**config.mk**
```make
export PLATFORM = sky130hd
export DESIGN_NAME = ftr_router
export DESIGN_NICKNAME = d
export VERILOG_FILES = /design/src/include/ftr_pkg.sv /design/src/include/ftr_sync_if.sv /design/src/design/ftr_sync.sv /design/src/design/ftr_router.sv
export SDC_FILE = /design/constraint.sdc
export NUM_CORES = 1
export LEC_CHECK = 0
export ABC_AREA = 1
export BUFFER_PORTS_ARGS = -buffer_cell sky130_fd_sc_hd__clkbuf_2
export CAP_MARGIN = 5
export CORE_MARGIN = 2
export CORE_UTILIZATION = 30
export DETAILED_ROUTE_END_ITERATION = 10
export MAX_ROUTING_LAYER = met4
export PLACE_DENSITY_LB_ADDON = 0.12
export RECOVER_POWER = 50
export SKIP_CTS_REPAIR_TIMING = 1
export SLEW_MARGIN = 10
export SYNTH_ARGS = -nofsm -noshare
export SYNTH_HDL_FRONTEND = slang
export SYNTH_SLANG_ARGS = --single-unit
```
**constraint.sdc**
```tcl
create_clock -name pclk -period 1.75 [get_ports pclk]
set_clock_uncertainty 0.15 [all_clocks]
set_input_delay 0.35 -clock pclk [delete_from_list [all_inputs] [get_ports pclk]]
set_output_delay 0.35 -clock pclk [all_outputs]
set_load 0.005 [all_outputs]
```
**src/include/ftr_pkg.sv**
```systemverilog
// constants and types for the function terminal router
package ftr_pkg;
  localparam int TERM_N = 10;
  localparam int DIO_W = 8;
  // register byte offsets
  localparam logic [7:0] ADDR_TERM_DIR = 8'h00;
  localparam logic [7:0] ADDR_ROUTE = 8'h04;
  localparam logic [7:0] ADDR_DIO_DIR = 8'h08;
  localparam logic [7:0] ADDR_DIO_OUT = 8'h0C;
  localparam logic [7:0] ADDR_CH_GND = 8'h10;
  localparam logic [7:0] ADDR_CAL = 8'h14;
  localparam logic [7:0] ADDR_STATUS = 8'h18;
  // route register fields
  localparam int RT_B_GATE_ALT = 0;
  localparam int RT_A_SRC_ALT = 1;
  localparam int RT_A_GATE_ALT = 2;
  localparam int RT_START_ALT = 3;
  localparam int RT_FWD_T8 = 4;
  localparam int RT_FWD_T9 = 5;
  localparam int RT_FWD_CA = 6;
  localparam int RT_CA_PIN_OUT = 7;
  localparam int RT_UD_A_EN = 8;
  localparam int RT_UD_B_EN = 9;
  localparam int RT_W = 10;
  // status register fields
  localparam int ST_TERM_LSB = 0;
  localparam int ST_DIO_LSB = 10;
  localparam int ST_CA_PIN = 18;
  localparam int ST_CAL = 19;
  // terminal numbers
  localparam int T_B_GATE = 4;
  localparam int T_UPD_CLK = 5;
  localparam int T_START = 6;
  localparam int T_SMP_CLK = 7;
  localparam int T_A_SRC = 8;
  localparam int T_A_GATE = 9;
  localparam int T_FIRST_OUT = 4;
  // digital port bits steering counter direction
  localparam int DIO_UD_A = 6;
  localparam int DIO_UD_B = 7;
  // reset values
  localparam logic [TERM_N-1:0] RST_TERM_DIR = 10'h000;
  localparam logic [RT_W-1:0] RST_ROUTE = 10'h000;
  localparam logic [DIO_W-1:0] RST_DIO = 8'h00;
  localparam logic RST_CAL = 1'b0;
  typedef enum logic [2:0] {
    SEL_EXT = 3'b001,
    SEL_GND = 3'b010,
    SEL_CAL = 3'b100
  } ftr_insel_t;
endpackage

```
**src/include/ftr_sync_if.sv**
```systemverilog
// raw pin levels in, filtered levels out, between router and synchroniser
`timescale 1ns/1ps
interface ftr_sync_if #(parameter int W = 1);
  logic [W-1:0] raw;
  logic [W-1:0] clean;
  modport filt (input raw, output clean);
  modport user (output raw, input clean);
endinterface

```
**src/design/ftr_sync.sv**
```systemverilog
// three-stage pin synchroniser with agreement filter
`timescale 1ns/1ps
module ftr_sync (
  input wire logic pclk,
  input wire logic presetn,
  ftr_sync_if.filt s
);
  localparam int W = $bits(s.raw);
  logic [W-1:0] s1_q;
  logic [W-1:0] s2_q;
  logic [W-1:0] s3_q;
  logic [W-1:0] clean_q;
  genvar i;
  generate
    for (i = 0; i < W; i++) begin : g_bit
      always_ff @(posedge pclk or negedge presetn) begin
        if (!presetn) begin
          s1_q[i] <= 1'b0;
          s2_q[i] <= 1'b0;
          s3_q[i] <= 1'b0;
          clean_q[i] <= 1'b0;
        end else begin
          s1_q[i] <= s.raw[i];
          s2_q[i] <= s1_q[i];
          s3_q[i] <= s2_q[i];
          // a change counts only once stages two and three agree
          if (s2_q[i] == s3_q[i]) begin
            clean_q[i] <= s3_q[i];
          end
        end
      end
    end
  endgenerate
  assign s.clean = clean_q;
endmodule

```
**src/design/ftr_router.sv**
```systemverilog
// function terminal router with apb register file
// Functional notes
// - terminal four input gates counter b
// - terminal four output shows counter b gate
// - counter b pin always shows its output
// - terminal five outputs update clock, falling edge
// - terminal six input starts generation
// - terminal six outputs start trigger, rising edge
// - terminal seven outputs input sample clock
// - terminal eight is counter a source
// - terminal nine is counter a gate
// - terminals eight, nine forward to sync bus
// - counter a pin input forwards to bus
// - counter a pin output shows counter output
// - frequency pin always from frequency generator
// - selectors route external input after reset
// - calibration switches selectors away from external
// - software selects channel ground per channel
// - every channel has own selector and converter
// - port bits individually directed; bits six, seven
`timescale 1ns/1ps
module ftr_router #(
  parameter int NCH = 8
) (
  input wire logic pclk,
  input wire logic presetn,
  input wire logic psel,
  input wire logic penable,
  input wire logic pwrite,
  input wire logic [7:0] paddr,
  input wire logic [31:0] pwdata,
  output logic [31:0] prdata,
  output logic pready,
  output logic pslverr,
  input wire logic [ftr_pkg::TERM_N-1:0] function_terminal_in,
  output logic [ftr_pkg::TERM_N-1:0] function_terminal_out,
  output logic [ftr_pkg::TERM_N-1:0] function_terminal_oe,
  input wire logic counter_a_pin_in,
  output logic counter_a_pin_out,
  output logic counter_a_pin_oe,
  output logic counter_b_pin,
  output logic frequency_generator_pin,
  input wire logic [ftr_pkg::DIO_W-1:0] digital_port_in,
  output logic [ftr_pkg::DIO_W-1:0] digital_port_out,
  output logic [ftr_pkg::DIO_W-1:0] digital_port_oe,
  input wire logic counter_a_output,
  input wire logic counter_b_output,
  input wire logic output_update_clock,
  input wire logic generation_start_internal,
  input wire logic input_sample_clock,
  input wire logic frequency_generator,
  input wire logic counter_a_alt_source,
  input wire logic counter_a_alt_gate,
  input wire logic counter_b_alt_gate,
  output logic counter_a_clock_source,
  output logic counter_a_gate,
  output logic counter_b_gate,
  output logic generation_start_trigger,
  output logic counter_a_up,
  output logic counter_b_up,
  output logic [2:0] sync_bus_out,
  output logic [2:0] sync_bus_oe,
  output logic [NCH-1:0][2:0] channel_select,
  output logic [NCH-1:0] convert_strobe
);
  localparam int TN = ftr_pkg::TERM_N;
  localparam int DW = ftr_pkg::DIO_W;
  localparam int SW = TN + DW + 1;
  logic [TN-1:0] dir_q, t_out_q, t_oe_q, t_in;
  logic [ftr_pkg::RT_W-1:0] route_q;
  logic [DW-1:0] dio_dir_q, dio_out_q, dio_in;
  logic [NCH-1:0] ch_gnd_q, conv_q;
  logic [NCH-1:0][2:0] ch_sel_q;
  logic [31:0] prdata_q, rd_data;
  logic [2:0] bus_q, bus_oe_q;
  logic cal_q, pready_q, pslverr_q, ca_out_q, ca_oe_q, cb_pin_q, fg_pin_q;
  logic ca_src_q, ca_gate_q, cb_gate_q, start_q, ud_a_q, ud_b_q, smp_prev_q;
  logic ca_in, rd_err, wr_en, ca_src_d, ca_gate_d, cb_gate_d, start_d;
  ftr_sync_if #(.W(SW)) sif ();
  assign sif.raw = {counter_a_pin_in, digital_port_in, function_terminal_in};
  assign t_in = sif.clean[TN-1:0];
  assign dio_in = sif.clean[TN+DW-1:TN];
  assign ca_in = sif.clean[SW-1];

  ftr_sync u_sync (
    .pclk(pclk),
    .presetn(presetn),
    .s(sif.filt)
  );

  // apb: one wait state, write and read data at the pready edge
  assign wr_en = psel && penable && pready_q && pwrite;

  always_comb begin
    rd_data = 32'h0000_0000;
    rd_err = 1'b0;
    unique case (paddr)
      ftr_pkg::ADDR_TERM_DIR: rd_data[TN-1:0] = dir_q;
      ftr_pkg::ADDR_ROUTE: rd_data[ftr_pkg::RT_W-1:0] = route_q;
      ftr_pkg::ADDR_DIO_DIR: rd_data[DW-1:0] = dio_dir_q;
      ftr_pkg::ADDR_DIO_OUT: rd_data[DW-1:0] = dio_out_q;
      ftr_pkg::ADDR_CH_GND: rd_data[NCH-1:0] = ch_gnd_q;
      ftr_pkg::ADDR_CAL: rd_data[0] = cal_q;
      ftr_pkg::ADDR_STATUS: begin
        rd_data[ftr_pkg::ST_TERM_LSB +: TN] = t_in;
        rd_data[ftr_pkg::ST_DIO_LSB +: DW] = dio_in;
        rd_data[ftr_pkg::ST_CA_PIN] = ca_in;
        rd_data[ftr_pkg::ST_CAL] = cal_q;
      end
      default: rd_err = 1'b1;
    endcase
  end

  always_ff @(posedge pclk or negedge presetn) begin
    if (!presetn) begin
      pready_q <= 1'b0;
      prdata_q <= 32'h0000_0000;
      pslverr_q <= 1'b0;
    end else begin
      pready_q <= psel && penable && !pready_q;
      if (psel && penable && !pready_q) begin
        prdata_q <= pwrite ? 32'h0000_0000 : rd_data;
        pslverr_q <= rd_err;
      end else begin
        pslverr_q <= 1'b0;
      end
    end
  end

  always_ff @(posedge pclk or negedge presetn) begin
    if (!presetn) begin
      dir_q <= ftr_pkg::RST_TERM_DIR;
      route_q <= ftr_pkg::RST_ROUTE;
      dio_dir_q <= ftr_pkg::RST_DIO;
      dio_out_q <= ftr_pkg::RST_DIO;
      ch_gnd_q <= '0;
      cal_q <= ftr_pkg::RST_CAL;
    end else if (wr_en) begin
      unique case (paddr)
        ftr_pkg::ADDR_TERM_DIR: begin
          // terminals below four have no output function
          dir_q <= {pwdata[TN-1:ftr_pkg::T_FIRST_OUT], 4'h0};
        end
        ftr_pkg::ADDR_ROUTE: route_q <= pwdata[ftr_pkg::RT_W-1:0];
        ftr_pkg::ADDR_DIO_DIR: dio_dir_q <= pwdata[DW-1:0];
        ftr_pkg::ADDR_DIO_OUT: dio_out_q <= pwdata[DW-1:0];
        ftr_pkg::ADDR_CH_GND: ch_gnd_q <= pwdata[NCH-1:0];
        ftr_pkg::ADDR_CAL: cal_q <= pwdata[0];
        default: ;
      endcase
    end
  end

  // counter and trigger routing: terminal is default unless alt or driven
  always_comb begin
    cb_gate_d = (route_q[ftr_pkg::RT_B_GATE_ALT] || dir_q[ftr_pkg::T_B_GATE])
      ? counter_b_alt_gate : t_in[ftr_pkg::T_B_GATE];
    start_d = (route_q[ftr_pkg::RT_START_ALT] || dir_q[ftr_pkg::T_START])
      ? generation_start_internal : t_in[ftr_pkg::T_START];
    ca_src_d = (route_q[ftr_pkg::RT_A_SRC_ALT] || dir_q[ftr_pkg::T_A_SRC])
      ? counter_a_alt_source : t_in[ftr_pkg::T_A_SRC];
    ca_gate_d = (route_q[ftr_pkg::RT_A_GATE_ALT] || dir_q[ftr_pkg::T_A_GATE])
      ? counter_a_alt_gate : t_in[ftr_pkg::T_A_GATE];
  end

  always_ff @(posedge pclk or negedge presetn) begin
    if (!presetn) begin
      cb_gate_q <= 1'b0;
      start_q <= 1'b0;
      ca_src_q <= 1'b0;
      ca_gate_q <= 1'b0;
    end else begin
      cb_gate_q <= cb_gate_d;
      start_q <= start_d;
      ca_src_q <= ca_src_d;
      ca_gate_q <= ca_gate_d;
    end
  end

  // terminal drivers; enables follow direction bits only
  always_ff @(posedge pclk or negedge presetn) begin
    if (!presetn) begin
      t_out_q <= '0;
      t_oe_q <= '0;
    end else begin
      t_oe_q <= dir_q;
      t_out_q <= '0;
      t_out_q[ftr_pkg::T_B_GATE] <= cb_gate_d;
      t_out_q[ftr_pkg::T_UPD_CLK] <= output_update_clock;
      t_out_q[ftr_pkg::T_START] <= start_d;
      t_out_q[ftr_pkg::T_SMP_CLK] <= input_sample_clock;
      t_out_q[ftr_pkg::T_A_SRC] <= ca_src_d;
      t_out_q[ftr_pkg::T_A_GATE] <= ca_gate_d;
    end
  end

  // dedicated counter and frequency pins, sync bus forwarding
  always_ff @(posedge pclk or negedge presetn) begin
    if (!presetn) begin
      cb_pin_q <= 1'b0;
      fg_pin_q <= 1'b0;
      ca_out_q <= 1'b0;
      ca_oe_q <= 1'b0;
      bus_q <= 3'h0;
      bus_oe_q <= 3'h0;
    end else begin
      cb_pin_q <= counter_b_output;
      fg_pin_q <= frequency_generator;
      ca_out_q <= counter_a_output;
      ca_oe_q <= route_q[ftr_pkg::RT_CA_PIN_OUT];
      bus_q <= {ca_in, t_in[ftr_pkg::T_A_GATE], t_in[ftr_pkg::T_A_SRC]};
      bus_oe_q <= {route_q[ftr_pkg::RT_FWD_CA] && !route_q[ftr_pkg::RT_CA_PIN_OUT],
                   route_q[ftr_pkg::RT_FWD_T9] && !dir_q[ftr_pkg::T_A_GATE],
                   route_q[ftr_pkg::RT_FWD_T8] && !dir_q[ftr_pkg::T_A_SRC]};
    end
  end

  // counter direction from digital port bits six and seven, default up
  always_ff @(posedge pclk or negedge presetn) begin
    if (!presetn) begin
      ud_a_q <= 1'b1;
      ud_b_q <= 1'b1;
    end else begin
      ud_a_q <= !route_q[ftr_pkg::RT_UD_A_EN] || (dio_dir_q[ftr_pkg::DIO_UD_A]
        ? dio_out_q[ftr_pkg::DIO_UD_A] : dio_in[ftr_pkg::DIO_UD_A]);
      ud_b_q <= !route_q[ftr_pkg::RT_UD_B_EN] || (dio_dir_q[ftr_pkg::DIO_UD_B]
        ? dio_out_q[ftr_pkg::DIO_UD_B] : dio_in[ftr_pkg::DIO_UD_B]);
    end
  end

  always_ff @(posedge pclk or negedge presetn) begin
    if (!presetn) begin
      smp_prev_q <= 1'b0;
    end else begin
      smp_prev_q <= input_sample_clock;
    end
  end

  // per-channel selector and simultaneous convert strobe
  genvar c;
  generate
    for (c = 0; c < NCH; c++) begin : g_ch
      always_ff @(posedge pclk or negedge presetn) begin
        if (!presetn) begin
          ch_sel_q[c] <= ftr_pkg::SEL_EXT;
          conv_q[c] <= 1'b0;
        end else begin
          if (cal_q) begin
            ch_sel_q[c] <= ftr_pkg::SEL_CAL;
          end else if (ch_gnd_q[c]) begin
            ch_sel_q[c] <= ftr_pkg::SEL_GND;
          end else begin
            ch_sel_q[c] <= ftr_pkg::SEL_EXT;
          end
          conv_q[c] <= input_sample_clock && !smp_prev_q;
        end
      end
    end
  endgenerate

  assign prdata = prdata_q;
  assign pready = pready_q;
  assign pslverr = pslverr_q;
  assign function_terminal_out = t_out_q;
  assign function_terminal_oe = t_oe_q;
  assign counter_a_pin_out = ca_out_q;
  assign counter_a_pin_oe = ca_oe_q;
  assign counter_b_pin = cb_pin_q;
  assign frequency_generator_pin = fg_pin_q;
  assign digital_port_out = dio_out_q;
  assign digital_port_oe = dio_dir_q;
  assign counter_a_clock_source = ca_src_q;
  assign counter_a_gate = ca_gate_q;
  assign counter_b_gate = cb_gate_q;
  assign generation_start_trigger = start_q;
  assign counter_a_up = ud_a_q;
  assign counter_b_up = ud_b_q;
  assign sync_bus_out = bus_q;
  assign sync_bus_oe = bus_oe_q;
  assign channel_select = ch_sel_q;
  assign convert_strobe = conv_q;
endmodule

```
# Yosys cells after proc, flatten, opt, wreduce, memory -nomap -nowiden
# Cells that the tools add are included.
# W data, S select, Z words.
[totals] regBits=205 latch_bits=0 mem_bits_rw=0 rom_bits=0 in_bits=73 out_inout_bits=118 wordCells=192 memories=0
[classes] n_addsub=0 mul=0 div_mod_pow=0 n_lt_le_gt_ge=0 n_eq_ne=25 n_shift=0 n_mux=29 bitwise=0 n_reduce_logical=29
[ops] cell="$pmux W7 S6" count=1
[ops] cell="$eq A8 B5 Y1 const B" count=3
[ops] cell="$mux W3" count=8
[ops] cell="$mux W20" count=1
[ops] cell="$eq A1 B1 Y1" count=19
[ops] cell="$eq A8 B4 Y1 const B" count=2
[ops] cell="$mux W2" count=8
[ops] cell="$reduce_and A2 Y1" count=6
[ops] cell="$mux W10" count=1
[ops] cell="$eq A8 B3 Y1 const B" count=1
[ops] cell="$logic_and A1 B1 Y1" count=8
[ops] cell="$logic_not A8 Y1" count=1
[ops] cell="$mux W1" count=8
[ops] cell="$logic_not A1 Y1" count=7
[ops] cell="$reduce_or A7 Y1" count=1
[ops] cell="$logic_or A1 B1 Y1" count=6
[ops] cell="$pmux W1 S6" count=1
[ops] cell="$pmux W2 S3" count=1

# Logic depth before layout (Yosys ltp)
[depth] word_depth=4 depth_mapped=10 mapped_depth_nobuf=9

# Cells and area by module
# A second synthesis with hierarchy kept.
[unflattened] cells_unflattened=663 area_unflattened_um2=6957.9
[by_module_without_submodules] mod="ftr_router" instances=1 cells_per_inst=511 area_each_um2=4747.1 seq_area_each_um2=2640.0
[by_module_without_submodules] mod="ftr_sync" instances=1 cells_per_inst=152 area_each_um2=2210.9 seq_area_each_um2=1901.8

# Worst setup path after synthesis
# No wires, ideal clock.
[synth_path] path_type="input to register" startpoint="input port paddr[5]" endpoint="register dio_dir_q[6], in the netlist digital_port_oe[6]" setup_time_ns=0.121 arrival_time_ns=1.139 required_time_ns=1.479 setup_slack_ns=0.340 path_stages=7 n_path_buf=1 cell_sequence="nor2_1 -> nand2_2 -> nor2_2 -> nand2_4 -> buf_6 -> nand2_2 -> o21ai_2"
[synth_between] elab_chain_len=2
[synth_lines] element="start, declared" line_no="ftr_router.sv:30" text="input wire logic [7:0] paddr,"
[synth_lines] element="$eq A8 B4 Y1" line_no="ftr_router.sv:139" text="unique case (paddr)"
[synth_lines] element="$reduce_and A2 Y1 (no source line)"
[synth_lines] element="end signal, assigned" line_no="ftr_router.sv:134" text="dio_dir_q <= ftr_pkg::RST_DIO;"
[synth_lines] element="end signal, assigned" line_no="ftr_router.sv:145" text="ftr_pkg::ADDR_DIO_DIR: dio_dir_q <= pwdata[DW-1:0];"
[synth_lines] element="end, declared" line_no="ftr_router.sv:71" text="logic [DW-1:0] dio_dir_q, dio_out_q, dio_in;"
# No other way between the ends.
# A chain may end at the register's enable or synchronous reset.

# Final worst setup path
[layout_path] startpoint="register dio_dir_q[6], in the netlist digital_port_oe[6]" endpoint="output port digital_port_oe[6] (netlist bit)"
[layout_rtl] element="end, declared" line_no="ftr_router.sv:45" text="output logic [ftr_pkg::DIO_W-1:0] digital_port_oe,"
# No word-level cell between the ends.

==> results.json <==
{
  "core_area_mm2": 0.0220,
  "critPathCaptureType": "primary output",
  "fin_tns_setup_ps": 0,
  "std_cell_rows": 54,
  "diodes": 0,
  "period_share_pct": 90.5,
  "start_util_pct": 30.8,
  "met3_usage_pct": 3.70,
  "grtUsageMet2_pct": 23.7,
  "cts_made_buffers": 17,
  "p_sw_share_pct": 24.3,
  "fin_crit_ps": 1580,
  "dpl.hpwl_um": 11900,
  "cts_tree": "yes",
  "cts-root-buf": "clkbuf_16",
  "setup_viol": 0,
  "cp_slowest_stage_delay_ps": 480,
  "synth_area_per_cell_um2": 11.4,
  "htreeDepth": 4,
  "antenna_found_initial": 0,
  "power_mw": 8.63,
  "boundaryPins": 191,
  "grt_max_degree": 46,
  "grt-ovfl-total": 0,
  "crit_type": "reg -> out",
  "min_delay_path_depth": 3,
  "io_buffers": 148,
  "status": "finished clean",
  "intPower_mw": 6.54,
  "dieArea_mm2": 0.0238,
  "final_common_cell": "dfrtp_1",
  "dr.pass1.iters": 4,
  "wirelength_um": 16000,
  "die_w_um": 154,
  "die_height_um": 154,
  "cp.arrival_ps": 1080,
  "cp_cell_sequence": "clkbuf_2",
  "grt_pass1_wl_um": 25200,
  "crit_buf_inv": 1,
  "whs_endpoint": "ch_gnd_q[4]$_DFFE_PN0P_",
  "via_per_inst": 4.29,
  "num_vias": 4577,
  "clk_latency_ps": 430,
  "tightest_slew_ps": 754,
  "worst_path_max_delay_cell": "dfrtp_1",
  "r2r_end": "prdata[3]$_DFFE_PN0P_",
  "max_freq_ghz": 0.631,
  "p_sw_mw": 2.10,
  "hold_class": "in -> reg",
  "critical_path.top_delay_family": "flip-flops",
  "crit_fanout": 5,
  "grtUsageMet1_pct": 17.8,
  "grt_pass1_vias": 4561,
  "grt_usage_pct": 14.5,
  "hold_viol": 0,
  "p_per_area_mw_per_mm2": 1010,
  "path_clk_slew_ps": 70,
  "p_clk_share_pct": 44.0,
  "ant_nets": 0,
  "power.leakage_nw": 4.38,
  "ys_types": 28,
  "area_growth_pct": 26.7,
  "power_frac_comb_pct": 5.0,
  "avgRoutedWirePerCell_um": 15.0,
  "final_nets": 848,
  "clock_sinks": 181,
  "netlist_instances": 595,
  "drv_cap": 0,
  "ys_seq_area_share_pct": 67.1,
  "syn_area_mm2": 0.00677,
  "layout-drive-gt1-share_pct": 31.7,
  "rsz0062_at_grt": "false",
  "synth-seq-cells": 181,
  "detail_route.drc_violations": 0,
  "gp_congestion": 0.788,
  "rrSetupSlack_ps": 240,
  "worstReg2RegStart": "pready$_DFF_PN0_",
  "grt.busiest_layer": "met2",
  "cts_buffer_depth": 2,
  "cp-start-kind": "flip-flop",
  "hold_start": "pwdata[4]",
  "drt_iter0_drc": 249,
  "relSlewSlack_pct": 49.7,
  "r2r_cells": 7,
  "seq_power_share_pct": 51.0,
  "final_cell_mix": "dfrtp_1, clkbuf_2, nand2_1",
  "irDropWorstVdd_v": 0.000607,
  "synth.yosys.warnings": 0,
  "worst_ep_required_time_ps": 1250,
  "drv_slew": 0
}
area by class of cell:
type	instances	area, µm²
clock inverters	15	166
clock buffers	17	425
inverters	44	168
repair buffers	196	1210
fillers	2150	13400
multi-input cells	335	1710
well taps	280	350
flip-flops and latches	181	4540
cell usage after synthesis:
master | number | area share (%)
nand2_2 | 7 | 0.65
dfstp_2 | 10 | 3.9
dfrtp_1 | 171 | 63
o21ai_1 | 13 | 0.96
nand2_4 | 2 | 0.33
nand3_4 | 1 | 0.26
inv_4 | 1 | 0.093
nand2_1 | 140 | 7.8
a21oi_1 | 1 | 0.074
inv_2 | 4 | 0.22
o21ai_2 | 20 | 2.6
conb_1 | 1 | 0.055
nor2_8 | 1 | 0.30
mux2_2 | 3 | 0.50
buf_1 | 1 | 0.055
clkbuf_1 | 3 | 0.17
nand4_2 | 1 | 0.18
nor2_2 | 3 | 0.28
buf_6 | 7 | 1.2
maj3_1 | 19 | 2.8
o21ai_0 | 17 | 1.3
nor2_1 | 37 | 2.1
o211ai_1 | 2 | 0.22
inv_1 | 39 | 2.2
buf_4 | 41 | 4.5
nand3_1 | 43 | 3.2
nor2_4 | 5 | 0.83
buf_2 | 2 | 0.15
worst max-delay path by stage:
stage | from | endpoint | cells after the start | slack, ps
detailed placement | paddr[7] | route_q[1]$_DFFE_PN0P_ | 9 | -10
CTS | digital_port_oe[6]$_DFFE_PN0P_ | digital_port_oe[6] | 1 | 140
floorplan | paddr[5] | digital_port_oe[6]$_DFFE_PN0P_ | 7 | 340
finish | digital_port_oe[6]$_DFFE_PN0P_ | digital_port_oe[6] | 1 | 170
global route | pready$_DFF_PN0_ | prdata[3]$_DFFE_PN0P_ | 7 | 50
global placement | paddr[7] | route_q[2]$_DFFE_PN0P_ | 9 | -0.8
through the flow:
step | instances | utilization (%) | hold WS (ps) | setup slack (ps) | area [µm²]
floorplan | 614 | - | -95.6 | 340 | 6840
global placement | 1008 | 35.3 | 174 | -0.797 | 7750
detailed placement | 1008 | 35.3 | 176 | -10.8 | 7750
CTS | 1040 | 38.0 | -291 | 143 | 8340
global route | 1068 | 39.0 | 23.7 | 54.6 | 8570
finish | 1068 | 39.0 | 8.45 | 166 | 8570
state kept, by name, indices dropped and copies added (netlist names), 10 cells and up:
register	count
route_q	10
channel_select	17
u_sync.s3_q	19
prdata	20
u_sync.s.clean	19
u_sync.s2_q	19
u_sync.s1_q	19
power groups by stage:
stage / sequential, mW / clock [mW] / combinational [mW]
final: 4.40 / 3.80 / 0.431
after global routing: 4.42 / 4.08 / 0.487
after CTS: 4.40 / 3.92 / 0.411
after detailed placement: 4.48 / 0 / 0.410
after global placement: 4.48 / 0 / 0.404
after floorplan: 4.46 / 0 / 0.195
cell families after synthesis:
group / after synthesis / share of synthesized area, %
multiplexers: 3 / 0.499
AO/OA/AOI/OAI: 53 / 5.10
flip-flops: 181 / 67.1
buffers and inverters: 98 / 8.56
other: 1 / 0.0554
AND/OR/NAND/NOR: 240 / 15.8
adder cells (fa/ha/maj): 19 / 2.81
layer usage:
layer | up-vias | routed length, µm | part of all wire, %
met4 | 0 | 217 | 1.4
li1 | 2200 | - | -
met5 | - | 0 | 0
met2 | 134 | 8120 | 51
met1 | 2228 | 6830 | 43
met3 | 15 | 837 | 5.2
Power figures use the tool's default switching activity.
